`config.mk`:
```
export PLATFORM = sky130hd
export DESIGN_NAME = l2cpc_top
export DESIGN_NICKNAME = d
export VERILOG_FILES = /design/src/include/l2cpc_pkg.sv /design/src/include/l2cpc_cfg_if.sv /design/src/logic/l2cpc_top.sv /design/src/logic/l2cpc_refresh.sv /design/src/logic/l2cpc_policy.sv
export SDC_FILE = /design/constraint.sdc
export NUM_CORES = 1
export LEC_CHECK = 0
export BUFFER_PORTS_ARGS = -buffer_cell sky130_fd_sc_hd__buf_2
export CORE_MARGIN = 2
export CORE_UTILIZATION = 50
export DETAILED_ROUTE_END_ITERATION = 8
export PLACE_DENSITY = 0.87
export SYNTH_ARGS = -nofsm -noshare
export SYNTH_HDL_FRONTEND = slang
export SYNTH_SLANG_ARGS = --single-unit
```
`constraint.sdc`:
```
create_clock -name clock -period 4.91 [get_ports clock]
set_clock_uncertainty 0.1 [all_clocks]
set_input_delay 0.491 -clock clock [delete_from_list [all_inputs] [get_ports clock]]
set_output_delay 0.491 -clock clock [all_outputs]
set_load 0.01 [all_outputs]
```
`src/include/l2cpc_pkg.sv`:
```
// package: register map, fields, reset values and timing for l2cpc
//
// Contract
// - force-miss set disables hit detection; every lookup misses when enable is set, populated and size nonzero.
// - force-miss with cache enabled takes the miss path each cycle.
// - enable clear, force-miss set, populated: reads invalidate their tag.
// - force-miss clear gives normal hit and miss detection.
// - flush by force-miss plus reading all tags; modified lines write back.
// - enable set asserts cacheable indicator on cacheable memory cycles.
// - enable clear keeps cacheable indicator negated, so no line fills.
// - enable set, force-miss clear: normal operation subject to cache size.
// - enable and force-miss set: reads and writes both forced as misses.
// - bit 5 of extended register reads 1 when a dram cache is fitted.
// - bits 4:0 set host clocks idle during each dram cache refresh.
// - extended register resets to 14h, twenty host clocks of idle.
package l2cpc_pkg;
  localparam int ADDR_W = 8;
  localparam logic [7:0] CACHE_CONTROL_OFS = 8'h52;
  localparam logic [7:0] EXT_CACHE_CONTROL_OFS = 8'h53;
  localparam logic [7:0] CACHE_CONTROL_RST = 8'h00;
  localparam logic [7:0] EXT_CACHE_CONTROL_RST = 8'h14;
  localparam int CTRL_ENABLE_BIT = 0;
  localparam int CTRL_FORCE_MISS_BIT = 1;
  localparam int CTRL_SIZE_LSB = 6;
  localparam logic [7:0] CTRL_WRITE_MASK = 8'hC3;
  localparam int EXT_PRESENT_BIT = 5;
  localparam int REFRESH_W = 5;
  localparam logic [4:0] REFRESH_MIN = 5'h04;
  localparam logic [4:0] REFRESH_RST = 5'h14;
  localparam int REFRESH_INTERVAL = 1560;
  localparam logic [31:0] UNMAPPED_READ = 32'h0000_0000;
  typedef enum logic [2:0] {
    L2CPC_IDLE = 3'b001,
    L2CPC_HOLD = 3'b010,
    L2CPC_DONE = 3'b100
  } l2cpc_ref_t;
endpackage : l2cpc_pkg

```
`src/include/l2cpc_cfg_if.sv`:
```
// interface: control bits passed from register file to policy logic
`timescale 1ns/1ns
interface l2cpc_cfg_if;
  logic enable;
  logic force_miss;
  logic [1:0] size;
  logic [4:0] refresh_idle;
  logic refresh_busy;
  modport regs (output enable, output force_miss, output size,
    output refresh_idle, input refresh_busy);
  modport user (input enable, input force_miss, input size,
    input refresh_idle, output refresh_busy);
endinterface : l2cpc_cfg_if

```
`src/logic/l2cpc_top.sv`:
```
// l2 cache policy control: avalon slave registers, policy and refresh timer
`timescale 1ns/1ns
module l2cpc_top
  import l2cpc_pkg::*;
#(
  parameter int INTERVAL = REFRESH_INTERVAL
) (
  input wire logic clock,
  input wire logic rst_n,
  input wire logic [l2cpc_pkg::ADDR_W-1:0] avs_address,
  input wire logic avs_read,
  input wire logic avs_write,
  input wire logic [31:0] avs_writedata,
  input wire logic [3:0] avs_byteenable,
  output logic [31:0] avs_readdata,
  output logic avs_waitrequest,
  input wire logic dram_cache_present,
  input wire logic populated,
  input wire logic cyc_valid,
  input wire logic cyc_write,
  input wire logic cyc_cacheable,
  input wire logic tag_match,
  input wire logic line_dirty,
  output logic hit_r,
  output logic miss_r,
  output logic invalidate_r,
  output logic writeback_r,
  output logic cacheable_indicator_n,
  output logic refresh_idle_busy
);
  import l2cpc_pkg::*;
  // each register sits alone at its offset, data in byte lane 0
  function automatic logic reg_sel(input logic [7:0] a,
      input logic [7:0] ofs);
    reg_sel = (a == ofs);
  endfunction : reg_sel
  l2cpc_cfg_if cfg();
  logic [7:0] cache_control_r;
  logic [4:0] refresh_idle_r;
  logic present_r;
  logic ctrl_sel;
  logic ext_sel;
  assign ctrl_sel = reg_sel(avs_address, CACHE_CONTROL_OFS);
  assign ext_sel = reg_sel(avs_address, EXT_CACHE_CONTROL_OFS);
  assign cfg.enable = cache_control_r[CTRL_ENABLE_BIT];
  assign cfg.force_miss = cache_control_r[CTRL_FORCE_MISS_BIT];
  assign cfg.size = cache_control_r[CTRL_SIZE_LSB +: 2];
  assign cfg.refresh_idle = refresh_idle_r;
  // strap sampled after release, not under reset
  always_ff @(posedge clock or negedge rst_n) begin
    if (!rst_n) begin
      present_r <= 1'b0;
    end else begin
      present_r <= dram_cache_present;
    end
  end
  // one wait state: request taken, answered on the next edge
  always_ff @(posedge clock or negedge rst_n) begin
    if (!rst_n) begin
      avs_waitrequest <= 1'b1;
    end else begin
      avs_waitrequest <= !((avs_read || avs_write) && avs_waitrequest);
    end
  end
  // write lands only at the edge that completes the transfer
  always_ff @(posedge clock or negedge rst_n) begin
    if (!rst_n) begin
      cache_control_r <= CACHE_CONTROL_RST;
      refresh_idle_r <= REFRESH_RST;
    end else if (avs_write && !avs_waitrequest && avs_byteenable[0]) begin
      if (ctrl_sel) begin
        cache_control_r <= avs_writedata[7:0] & CTRL_WRITE_MASK;
      end
      if (ext_sel) begin
        // values under the minimum are stored; software must avoid them
        refresh_idle_r <= avs_writedata[4:0];
      end
    end
  end
  always_ff @(posedge clock or negedge rst_n) begin
    if (!rst_n) begin
      avs_readdata <= UNMAPPED_READ;
    end else if (avs_read && avs_waitrequest) begin
      // captured when taken so it stands at the completing edge
      if (ctrl_sel) begin
        avs_readdata <= {24'h000000, cache_control_r};
      end else if (ext_sel) begin
        avs_readdata <= {24'h000000, 2'b00, present_r,
          refresh_idle_r};
      end else begin
        avs_readdata <= UNMAPPED_READ;
      end
    end
  end
  l2cpc_policy u_policy (
    .clock(clock),
    .rst_n(rst_n),
    .cfg(cfg.user),
    .populated(populated),
    .cyc_valid(cyc_valid),
    .cyc_write(cyc_write),
    .cyc_cacheable(cyc_cacheable),
    .tag_match(tag_match),
    .line_dirty(line_dirty),
    .hit(hit_r),
    .miss(miss_r),
    .invalidate(invalidate_r),
    .writeback(writeback_r),
    .cacheable_n(cacheable_indicator_n)
  );
  l2cpc_refresh #(.INTERVAL(INTERVAL)) u_refresh (
    .clock(clock),
    .rst_n(rst_n),
    .present(present_r),
    .idle_len(refresh_idle_r),
    .busy(refresh_idle_busy)
  );
endmodule : l2cpc_top

```
`src/logic/l2cpc_refresh.sv`:
```
// refresh idle timer for a dram-type secondary cache
`timescale 1ns/1ns
module l2cpc_refresh
  import l2cpc_pkg::*;
#(
  parameter int INTERVAL = REFRESH_INTERVAL
) (
  input wire logic clock,
  input wire logic rst_n,
  input wire logic present,
  input wire logic [l2cpc_pkg::REFRESH_W-1:0] idle_len,
  output logic busy
);
  import l2cpc_pkg::*;
  // hold plus done must fit inside one interval; gap counter is 16 bits
  if (INTERVAL < 32 || INTERVAL > 65535) begin : g_bad_interval
    $error("refresh interval out of range");
  end
  logic [15:0] gap_r;
  logic [4:0] idle_r;
  l2cpc_ref_t state_r;
  // interval divider gives one-cycle refresh requests
  always_ff @(posedge clock or negedge rst_n) begin
    if (!rst_n) begin
      gap_r <= 16'h0000;
    end else if (gap_r == 16'(INTERVAL - 1)) begin
      gap_r <= 16'h0000;
    end else begin
      gap_r <= gap_r + 16'h0001;
    end
  end
  always_ff @(posedge clock or negedge rst_n) begin
    if (!rst_n) begin
      state_r <= L2CPC_IDLE;
      idle_r <= 5'h00;
      busy <= 1'b0;
    end else begin
      case (state_r)
        L2CPC_IDLE: begin
          if (present && gap_r == 16'(INTERVAL - 1)) begin
            // length latched so a write mid-refresh cannot cut it short
            idle_r <= idle_len;
            busy <= 1'b1;
            state_r <= L2CPC_HOLD;
          end
        end
        L2CPC_HOLD: begin
          if (idle_r <= 5'h01) begin
            busy <= 1'b0;
            state_r <= L2CPC_DONE;
          end else begin
            idle_r <= idle_r - 5'h01;
          end
        end
        L2CPC_DONE: state_r <= L2CPC_IDLE;
        default: begin
          state_r <= L2CPC_IDLE;
          busy <= 1'b0;
        end
      endcase
    end
  end
endmodule : l2cpc_refresh

```
`src/logic/l2cpc_policy.sv`:
```
// hit, miss, invalidate and cacheable decisions for one host cycle
`timescale 1ns/1ns
module l2cpc_policy
  import l2cpc_pkg::*;
(
  input wire logic clock,
  input wire logic rst_n,
  l2cpc_cfg_if.user cfg,
  input wire logic populated,
  input wire logic cyc_valid,
  input wire logic cyc_write,
  input wire logic cyc_cacheable,
  input wire logic tag_match,
  input wire logic line_dirty,
  output logic hit,
  output logic miss,
  output logic invalidate,
  output logic writeback,
  output logic cacheable_n
);
  import l2cpc_pkg::*;
  logic l2_on;
  assign l2_on = cfg.enable && populated && (cfg.size != 2'b00);
  assign cfg.refresh_busy = 1'b0;
  always_ff @(posedge clock or negedge rst_n) begin
    if (!rst_n) begin
      hit <= 1'b0;
      miss <= 1'b0;
      invalidate <= 1'b0;
      writeback <= 1'b0;
      cacheable_n <= 1'b1;
    end else begin
      // force-miss masks the comparator so lookups never hit
      hit <= cyc_valid && l2_on && !cfg.force_miss &&
        tag_match;
      miss <= cyc_valid && l2_on &&
        (cfg.force_miss || !tag_match);
      // flush: forced miss on a read evicts a dirty line to memory
      writeback <= cyc_valid && l2_on && line_dirty &&
        (cfg.force_miss || !tag_match);
      invalidate <= cyc_valid && !cyc_write && populated &&
        !cfg.enable && cfg.force_miss;
      cacheable_n <= !(cyc_valid && cfg.enable &&
        cyc_cacheable);
    end
  end
endmodule : l2cpc_policy

```
## Word-level counts from Yosys, hierarchy flattened

Cells that the tools add are included.

- Bits in registers: 73
- Input port bits: 55
- Output and inout bits: 39
- Logic and storage cells: 74

- Reductions and logical operators: 35
- $add $sub $neg: 2
- Eq/ne operators: 9
- Mux-type cells: 12
- Order comparisons: 1
- Bitwise logic cells: 1

Operators with widths:

| cell | count |
|---|---|
| $logic_and A1 B1 Y1 | 19 |
| $add A16 B1 Y16 const B | 1 |
| $eq A16 B11 Y1 const B | 1 |
| $eq A8 B7 Y1 const B | 2 |
| $mux W16 | 1 |
| $mux W5 | 2 |
| $pmux W5 S2 | 1 |
| $mux W8 | 1 |
| $logic_not A1 Y1 | 7 |
| $mux W3 | 2 |
| $mux W6 | 1 |
| $pmux W3 S2 | 1 |
| $reduce_and A2 Y1 | 3 |
| $reduce_and A3 Y1 | 2 |
| $le A5 B1 Y1 const B | 1 |
| $sub A5 B1 Y5 const B | 1 |
| $ne A2 B1 Y1 const B | 2 |
| $reduce_bool A2 Y1 | 2 |
| $eq A3 B1 Y1 const B | 1 |
| $eq A3 B2 Y1 const B | 1 |
| $eq A3 B3 Y1 const B | 1 |
| $pmux W1 S3 | 1 |
| $logic_or A1 B1 Y1 | 2 |
| $mux W1 | 2 |
| other kinds (2) | 2 |

## Longest topological paths before layout

Gate-level depths: netlist (run 1).

- Depth in word-level cells: 5
- Gate-level depth with buffers: 6
- Depth with buffers taken out: 6

## By module

A second synthesis (run 1) with hierarchy kept.

- Cell total of the unflattened synthesis: 232
- Area, all modules: 2,560.0 µm²

By module, submodules not included:

| module | instances | cells each | area an instance (µm²) | seq. area each (µm²) |
|---|---|---|---|---|
| l2cpc_refresh | 1 | 125 | 1,327.5 | 626.9 |
| l2cpc_top | 1 | 91 | 1,022.2 | 479.2 |
| l2cpc_policy | 1 | 16 | 210.2 | 126.4 |

## Worst setup path before layout (run 1)

No wires, ideal clock.

- Path type: input -> register
- From: in avs_address[7] in the netlist's numbering
- To: reg refresh_idle_r[0], in the netlist cfg.refresh_idle[0]
- Required time: 4,685 ps
- Path buffers: 1
- Stages: 5
- Library setup time: 125 ps
- Arrival: 1,721 ps
- Slack: 2,964 ps
- Cell sequence: and4bb_1 > nand3_2 > or4_1 > buf_2 > mux2_4

- Longest elaborated chain between the ends: 2

RTL lines:

| what | line | RTL |
|---|---|---|
| start: declaration | l2cpc_top.sv:10 | `input wire logic [l2cpc_pkg::ADDR_W-1:0] avs_address,` |
| $eq A8 B7 Y1 | l2cpc_top.sv:35 | `reg_sel = (a == ofs);` |
| $reduce_and A2 Y1 (no line) | - |  |
| end signal: assignment | l2cpc_top.sv:76 | `refresh_idle_r <= avs_writedata[4:0];` |
| end: declaration | l2cpc_top.sv:39 | `logic [4:0] refresh_idle_r;` |

No other way between the ends.
A chain may end at the register's enable or synchronous reset.

## Worst setup path in the final report (run 1)

- From: reg u_refresh.gap_r[8]
- To: reg u_refresh.idle_r[3]

- Longest elaborated chain between the ends: 4

RTL lines:

| what | line | RTL |
|---|---|---|
| start: declaration | l2cpc_refresh.sv:19 | `logic [15:0] gap_r;` |
| start signal: assignment | l2cpc_refresh.sv:29 | `gap_r <= gap_r + 16'h0001;` |
| $eq A16 B11 Y1 | l2cpc_refresh.sv:40 | `if (present && gap_r == 16'(INTERVAL - 1)) begin` |
| $logic_and A1 B1 Y1 | l2cpc_refresh.sv:40 |  |
| $ne A2 B1 Y1 (no line) | - |  |
| $reduce_and A3 Y1 (no line) | - |  |
| end signal: assignment | l2cpc_refresh.sv:42 | `idle_r <= idle_len;` |
| end signal: assignment | l2cpc_refresh.sv:52 | `idle_r <= idle_r - 5'h01;` |
| end: declaration | l2cpc_refresh.sv:20 | `logic [4:0] idle_r;` |

No other way between the ends.

==> results of run 1 <==
## synthesized netlist by cell type, types with 2 or more instances
library cell and number:
a22o_1 6, nand3_1 5, a21oi_1 3, and2_1 2
and3_1 6, xor2_1 8, dfrtp_1 44, xnor2_1 9
o221a_2 5, buf_2 2, dfstp_2 5, nand4_1 5
nor3b_1 3, o31ai_1 2, inv_1 5, ha_1 3
nand2_1 16, nor4_1 2, mux2i_1 2, buf_4 24
nor2_1 13, mux2_2 5, mux2_4 5, nor3_1 8
## sequential cells by signal, summed over array words and instances, names as in the netlist
register	flops
u_refresh.state_r	3
cfg.refresh_idle	5
avs_readdata	8
avs_waitrequest	1
u_policy.cacheable_n	1
u_policy.hit	1
cache_control_r	4
u_refresh.busy	1
u_policy.writeback	1
u_policy.invalidate	1
present_r	1
u_refresh.idle_r	5
u_refresh.gap_r	16
u_policy.miss	1
## worst max-delay path by stage
stage | start | end | slack (ns) | cells past startpoint
2_1_floorplan | avs_address[7] | cfg.refresh_idle[0]$_DFFE_PN0P_ | 2.96 | 5
3_3_place_gp | avs_address[7] | cfg.refresh_idle[3]$_DFFE_PN0P_ | 2.73 | 5
3_5_place_dp | avs_address[7] | cfg.refresh_idle[0]$_DFFE_PN0P_ | 2.68 | 5
4_1_cts | u_refresh.gap_r[8]$_DFF_PN0_ | u_refresh.idle_r[3]$_DFFE_PN0P_ | 2.92 | 4
5_1_grt | u_refresh.gap_r[11]$_DFF_PN0_ | u_refresh.idle_r[3]$_DFFE_PN0P_ | 2.78 | 4
6_report | u_refresh.gap_r[8]$_DFF_PN0_ | u_refresh.idle_r[3]$_DFFE_PN0P_ | 2.91 | 4
## logic make-up (layout without fill, tap and decap cells)
logic type | Yosys count | count (layout) | share of synthesized area, %
muxes | 12 | 12 | 6.491
buffers and inverters | 32 | 54 | 9.120
xor gates and xnor gates | 17 | 17 | 6.384
other | 1 | 24 | 0.1608
adders and majority gates | 3 | 3 | 1.610
and+or+nand+nor | 68 | 68 | 15.88
AOI/OAI and AO/OA | 21 | 21 | 7.510
DFF | 49 | 49 | 52.84
## cell type report
type                       count  area (sq um)
clock buffer                   7         86.33
clock inverter                 1         30.03
fill                         358          1803
inverter                       5         18.77
multi-input combinational    145         973.4
sequential                    49          1232
tap                           52         65.06
timing repair buffer          41         205.2
## stage by stage
step	utilization [%]	area, sq um	worst slack (ns)	total power, mW
floorplan	-	2419	2.964	0.4465
global placement	56.52	2495	2.726	0.4530
detailed placement	56.52	2495	2.684	0.4543
CTS	59.16	2611	2.919	0.7456
global route	59.16	2611	2.777	0.7653
finish	59.16	2611	2.912	0.7397
## power groups by stage
stage                     clock (mW)  combinational [mW]  sequential [mW]
after floorplan                    0              0.0290            0.418
after global placement             0              0.0355            0.418
after detailed placement           0              0.0366            0.418
after CTS                      0.299              0.0366            0.410
after global routing           0.313              0.0416            0.410
final                          0.294              0.0363            0.410
## layer usage
layer	wire [um]	global-route usage, %	vias to the layer above	share of wire, %
met1	1782	21.99	782	44
met5	0	0	-	0
li1	-	-	753	-
met4	118	9.853	0	2.9
met3	199	3.611	11	4.9
met2	1943	25.79	58	48
## worst max-delay path: stages, from the launching register on
cell and delay [ns]:
dfrtp_1 0.43, nor4b_1 0.28, and4b_1 0.49, nand2_1 0.24
o221a_2 0.33
==> run summary, run 1 <==
first-pass GRT wire length: 6.693 mm
Netlist cell types: 39
vias in the first global route: 1510
Internal: 583.9 uW
pin count of the biggest net entering global routing: 50
sequential power share: 55.4%
Worst Hold Path EP: present_r$_DFF_PN0_
post-cts sizing count: 0
post-synthesis sequential area ratio: 52.84%
Tot GR Track Use: 16.78%
CTS tree: yes
Post-route DRC: 0
Post-CTS Setup Bufs: 0
Total Nets Final: 305
asr flop ratio synth: 100.0%
Worst Tran Pin Value: 1.035 ns
CP max FO: 11
period utilization: 40.69%
area leader, netlist: dfrtp_1
final hold violations: 0
run status: complete, no violations
Worst R2R Setup Slack: 2.91 ns
Area contributors post-synth: dfrtp_1 (47%), buf_4 (7.7%), dfstp_2 (5.6%)
# hold bufs at CTS: 0
DIE HEIGHT: 72.30 um
I/O pin count: 94
CP Capture Type: flip-flop
setup TNS: 0 ns
area grow syn2layout: 11.96%
minimum hold slack: 0.1962 ns
Max VDD drop: 0.0001841 V
worst hold start: dram_cache_present
Finish-stage setup viols: 0
reg2reg end: u_refresh.idle_r[3]$_DFFE_PN0P_
Clock Path Buffers: 2
sw frac: 21.06%
Cell Area, Synth: 0.002332 sq mm
final wirelength: 4.043 mm
Avg Vias per Cell: 5.347
Syn. warnings: 0
CTS Sinks: 49
most common cell after layout, fill and taps aside: dfrtp_1
Worst EP required: 5.00 ns
Die Width: 72.30 um
port bufs: 41
FP Rows: 24
TritonCTS buffer count: 5
post-synth top area share: 47.21%
relative slew slack: 30.98%
antenna cells: 0
gr ovfl total: 0
clock root buffer: clkbuf_8
clock power share: 39.7%
post-placement cell count: 292
number of H-tree levels: 2
RSZ-0062 raised after global routing: no
clock slew at reported path FFs: 0.08 ns
drt wl/cell: 13.48 um
CORE AREA: 0.004414 sq mm
antenna violations before repair: 0
drt first-iter violations: 83
critical setup path kind: reg -> reg
post-route ant nets: 0
reg2reg start: u_refresh.gap_r[8]$_DFF_PN0_
fin crit period: 1.998 ns
die area: 0.005227 sq mm
Worst-Skew Late Latency: 0.30 ns
worst min path class: in -> reg
GP Congestion: 0.8019
Max-Cap Viols: 0
TritonRoute pass-1 iters: 4
R2R cell count: 4
Hold Path Depth: 1
P_sw: 155.7 uW
fin cells: 300
layout cells sized above 1: 28.63%
Mapped Cells: 203
Power Dens Cells: 283.3 mW/mm^2
fmax: 500.6 MHz
dpl hpwl: 2.916 mm
Post-Syn Area per Cell: 11.49 sq um
number of flops mapped to enable cells by yosys: 0
Arr. time, crit path: 2.09 ns
part of the power in combinational logic: 4.9%
Leak: 1.318 nW
Final Max Slew Viols: 0
most frequent cells in the layout: dfrtp_1 (44), buf_2 (41), conb_1 (24), nand2_1 (16), nor2_1 (13)
Seq cells post-synth: 49
Vias: 1604
top_reg_cell synth: dfrtp_1
initial core utilization: 52.83%
CP Launch Type: flip-flop
(Power assumes the default switching activity.)
==> run 2: changes to the inputs <==
ABC_AREA = 1   (was default)
CORE_UTILIZATION = 49   (was 50)
PLACE_DENSITY = 0.84   (was 0.87)
clock period = 2 ns   (was 4.91 ns; I/O delays follow)
==> run 2 against run 1 <==
Net effect:
- core utilization is 0.87 points lower
- fmax is 20% higher
- area after synthesis is 9.3% higher
- critical path depth is 6 higher
- critical path type unchanged
- critical endpoint unchanged
==> run summary, run 2 <==
Seq cells post-synth: 49 (unchanged)
pin count of the biggest net entering global routing: 21 (-58%)
crit path from: u_refresh.gap_r[0]$_DFF_PN0_
CORE AREA: 0.005075 sq mm (+15%)
gr ovfl total: 0 (unchanged)
R2R cell count: 10 (+6)
Die Width: 76.14 um (+5.3%)
Worst EP required: 2.10 ns (-2.90 ns)
Leak: 1.570 nW (+19%)
Worst R2R Setup Slack: 0.33 ns (-2.58 ns)
Crit path depth: 10 (+6)
TritonCTS buffer count: 5 (unchanged)
antenna violations before repair: 0 (unchanged)
number of flops mapped to enable cells by yosys: 0 (unchanged)
clock slew at reported path FFs: 0.10 ns (+0.02 ns)
max reg flops: 16 (unchanged)
layout cells sized above 1: 19.67% (-9.0 points)
I/O pin count: 94 (unchanged)
run status: complete, no violations
Max stage delay on crit path: 0.39 ns (-0.10 ns)
Netlist cell types: 31 (-21%)
port bufs: 41 (unchanged)
dominant cell by count in the synthesized netlist: nand2_1
Vias: 2063 (+29%)
most common cell after layout, fill and taps aside: nand2_1
CP Launch Type: flip-flop
CP Capture Point: u_refresh.idle_r[3]$_DFFE_PN0P_
die area: 0.005797 sq mm (+11%)
Area contributors post-synth: dfrtp_1 (43%), nand2_1 (9.3%), buf_4 (7.1%)
reg2reg end: u_refresh.idle_r[3]$_DFFE_PN0P_
fmax: 600.2 MHz (+20%)
Mapped Cells: 309 (+52%)
dpl hpwl: 3.780 mm (+30%)
Cell Area, Synth: 0.002550 sq mm (+9.3%)
initial core utilization: 50.25% (-2.6 points)
post-synth top area share: 43.18% (-4.0 points)
clock root buffer: clkbuf_8
period utilization: 83.31% (+43 points)
setup TNS: 0 ns (unchanged)
commonest cells in the netlist: nand2_1 (63), dfrtp_1 (44), nor2_1 (38)
Post-DP Area: 0.002764 sq mm (+11%)
CTS Sinks: 49 (unchanged)
Max VDD drop: 0.0003249 V (+76%)
Setup WS post-layout: 0.3338 ns (-2.578 ns)
CP Capture Type: flip-flop
post-synthesis sequential area ratio: 48.33% (-4.5 points)
area grow syn2layout: 16.00%
most frequent cells in the layout: nand2_1 (63), dfrtp_1 (44), buf_2 (41), nor2_1 (38), inv_1 (37)
Worst-Skew Late Latency: 0.31 ns (about the same)
reg2reg start: u_refresh.gap_r[0]$_DFF_PN0_
Power Dens Cells: 647.2 mW/mm^2 (+130%)
Finished Cell Area: 0.002958 sq mm (+13%)
TritonRoute pass-1 iters: 4 (unchanged)
Syn. warnings: 0 (unchanged)
first-pass GRT wire length: 8.680 mm (+30%)
Top cell by count, worst path: nand2_1
Post-Place Worst Slack: 0.3862 ns (-2.297 ns)
Finish-stage setup viols: 0 (unchanged)
area leader, netlist: dfrtp_1
asr flop ratio synth: 100.0% (unchanged)
CP max-delay cell: dfrtp_1
CP cell instances: ha_1 -> nand2_1 -> inv_1 -> nand2_1 -> nor2_1 -> nand3_2 -> nand2_8 -> nand2_4 -> nand2_1 -> nand2_1
CTS tree: yes
fin crit period: 1.666 ns (-0.3315 ns)
Clock Path Buffers: 2 (unchanged)
CP max FO: 9 (-2)
Post-route DRC: 0 (unchanged)
drt wl/cell: 11.45 um (-15%)
Total Nets Final: 423 (+39%)
vias in the first global route: 1967 (+30%)
final wirelength: 4.991 mm (+23%)
biggest regs: u_refresh.gap_r (16), avs_readdata (8)
critical setup path kind: reg -> reg
post-cts sizing count: 0 (unchanged)
Top delay family on crit path: simple AND/OR/NAND/NOR gates
top_reg_cell synth: dfrtp_1
drt first-iter violations: 67 (-19%)
Critical path buffers and inverters: 1 (+1)
worst min path class: in -> reg
Final Max Slew Viols: 0 (unchanged)
Avg Vias per Cell: 4.732 (-12%)
GP Congestion: 0.8716 (+8.7%)
post-route ant nets: 0 (unchanged)
Tot GR Track Use: 18.47% (+1.7 points)
DIE HEIGHT: 76.14 um (+5.3%)
antenna cells: 0 (unchanged)
Reg with most FFs: u_refresh.gap_r
final hold violations: 0 (unchanged)
RSZ-0062 raised after global routing: no
Post-Syn Area per Cell: 8.252 sq um (-28%)
FP Rows: 26 (+8.3%)
Max-Cap Viols: 0 (unchanged)
Arr. time, crit path: 1.77 ns (-0.32 ns)
number of H-tree levels: 2 (unchanged)
## run 2: cell types whose count changed after synthesis, sizes merged, moves of 5 or more
cell   delta
nor2     +26
mux2     -10
inv      +39
nand2    +51
xnor2     -9
o221a     -5
and3      -6
nand3    +20
a22o      -6
o21ai    +16
## run 2: final cells by class
type                    instances  area (sq um)
multi-input cells             214          1052
clock inverters                 2         41.29
inverters                      45         171.4
repair buffers                 50         290.3
flip-flops and latches         49          1232
well taps                      70         87.58
clock buffers                   6         82.58
fillers                       465          2117
## run 2: per-stage QoR
step	std cells	power [mW]	hold WS [ns]	utilization, %
floorplan	332	1.121	-0.1956	-
detailed placement	421	1.156	0.07335	54.46
global placement	421	1.152	0.06736	54.46
CTS	436	1.928	0.003880	58.28
global route	436	1.989	0.01068	58.28
finish	436	1.914	0.006866	58.28
## run 2: what timing repair did
item,CTS,global route
setup endpoints to repair,0,0
hold buffers,7,0
setup buffers,0,0
endpoints found under the hold margin,21,0
## run 2: power breakdown
| group | internal [mW] | total (mW) | switching, mW |
|---|---|---|---|
| registers | 1.01 | 1.02 | 0.00991 |
| clock network | 0.416 | 0.768 | 0.352 |
| logic | 0.0477 | 0.131 | 0.0829 |
## run 2: worst min path at each step
stage | from | endpoint | depth (start not counted)
finish | avs_writedata[6] | cache_control_r[6]$_DFFE_PN0P_ | 3
global route | populated | u_policy.invalidate$_DFF_PN0_ | 3
CTS | avs_writedata[6] | cache_control_r[6]$_DFFE_PN0P_ | 3
detailed placement | rst_n | u_refresh.gap_r[12]$_DFF_PN0_ | 1
global placement | rst_n | u_refresh.gap_r[8]$_DFF_PN0_ | 1
floorplan | rst_n | avs_readdata[0]$_DFFE_PN0P_ | 0
## run 2: logic make-up (layout without fill, tap and decap cells)
logic type                 after synthesis  count (layout)  share of synthesized area [%]
AOI/OAI and AO/OA                       31              31                          6.820
xor gates and xnor gates                10              10                          3.435
other                                    1              24                         0.1471
buffers and inverters                   69             103                          13.79
adders and majority gates                3               3                          1.472
and+or+nand+nor                        146             146                          26.01
DFF                                     49              49                          48.33
## run 2: per-layer routing
| layer | vias to the layer above | wire, um | global-route usage [%] |
|---|---|---|---|
| met1 | 960 | 2183 | 23.81 |
| met2 | 57 | 2476 | 31.07 |
| met5 | - | 0 | 0 |
| met4 | 0 | 84 | 6.182 |
| met3 | 8 | 246 | 4.028 |
| li1 | 1038 | - | - |
## run 2: tightest hold or removal path, stage by stage
cell and delay [ns]:
buf_2 0.09, inv_1 0.04, o21ai_1 0.06
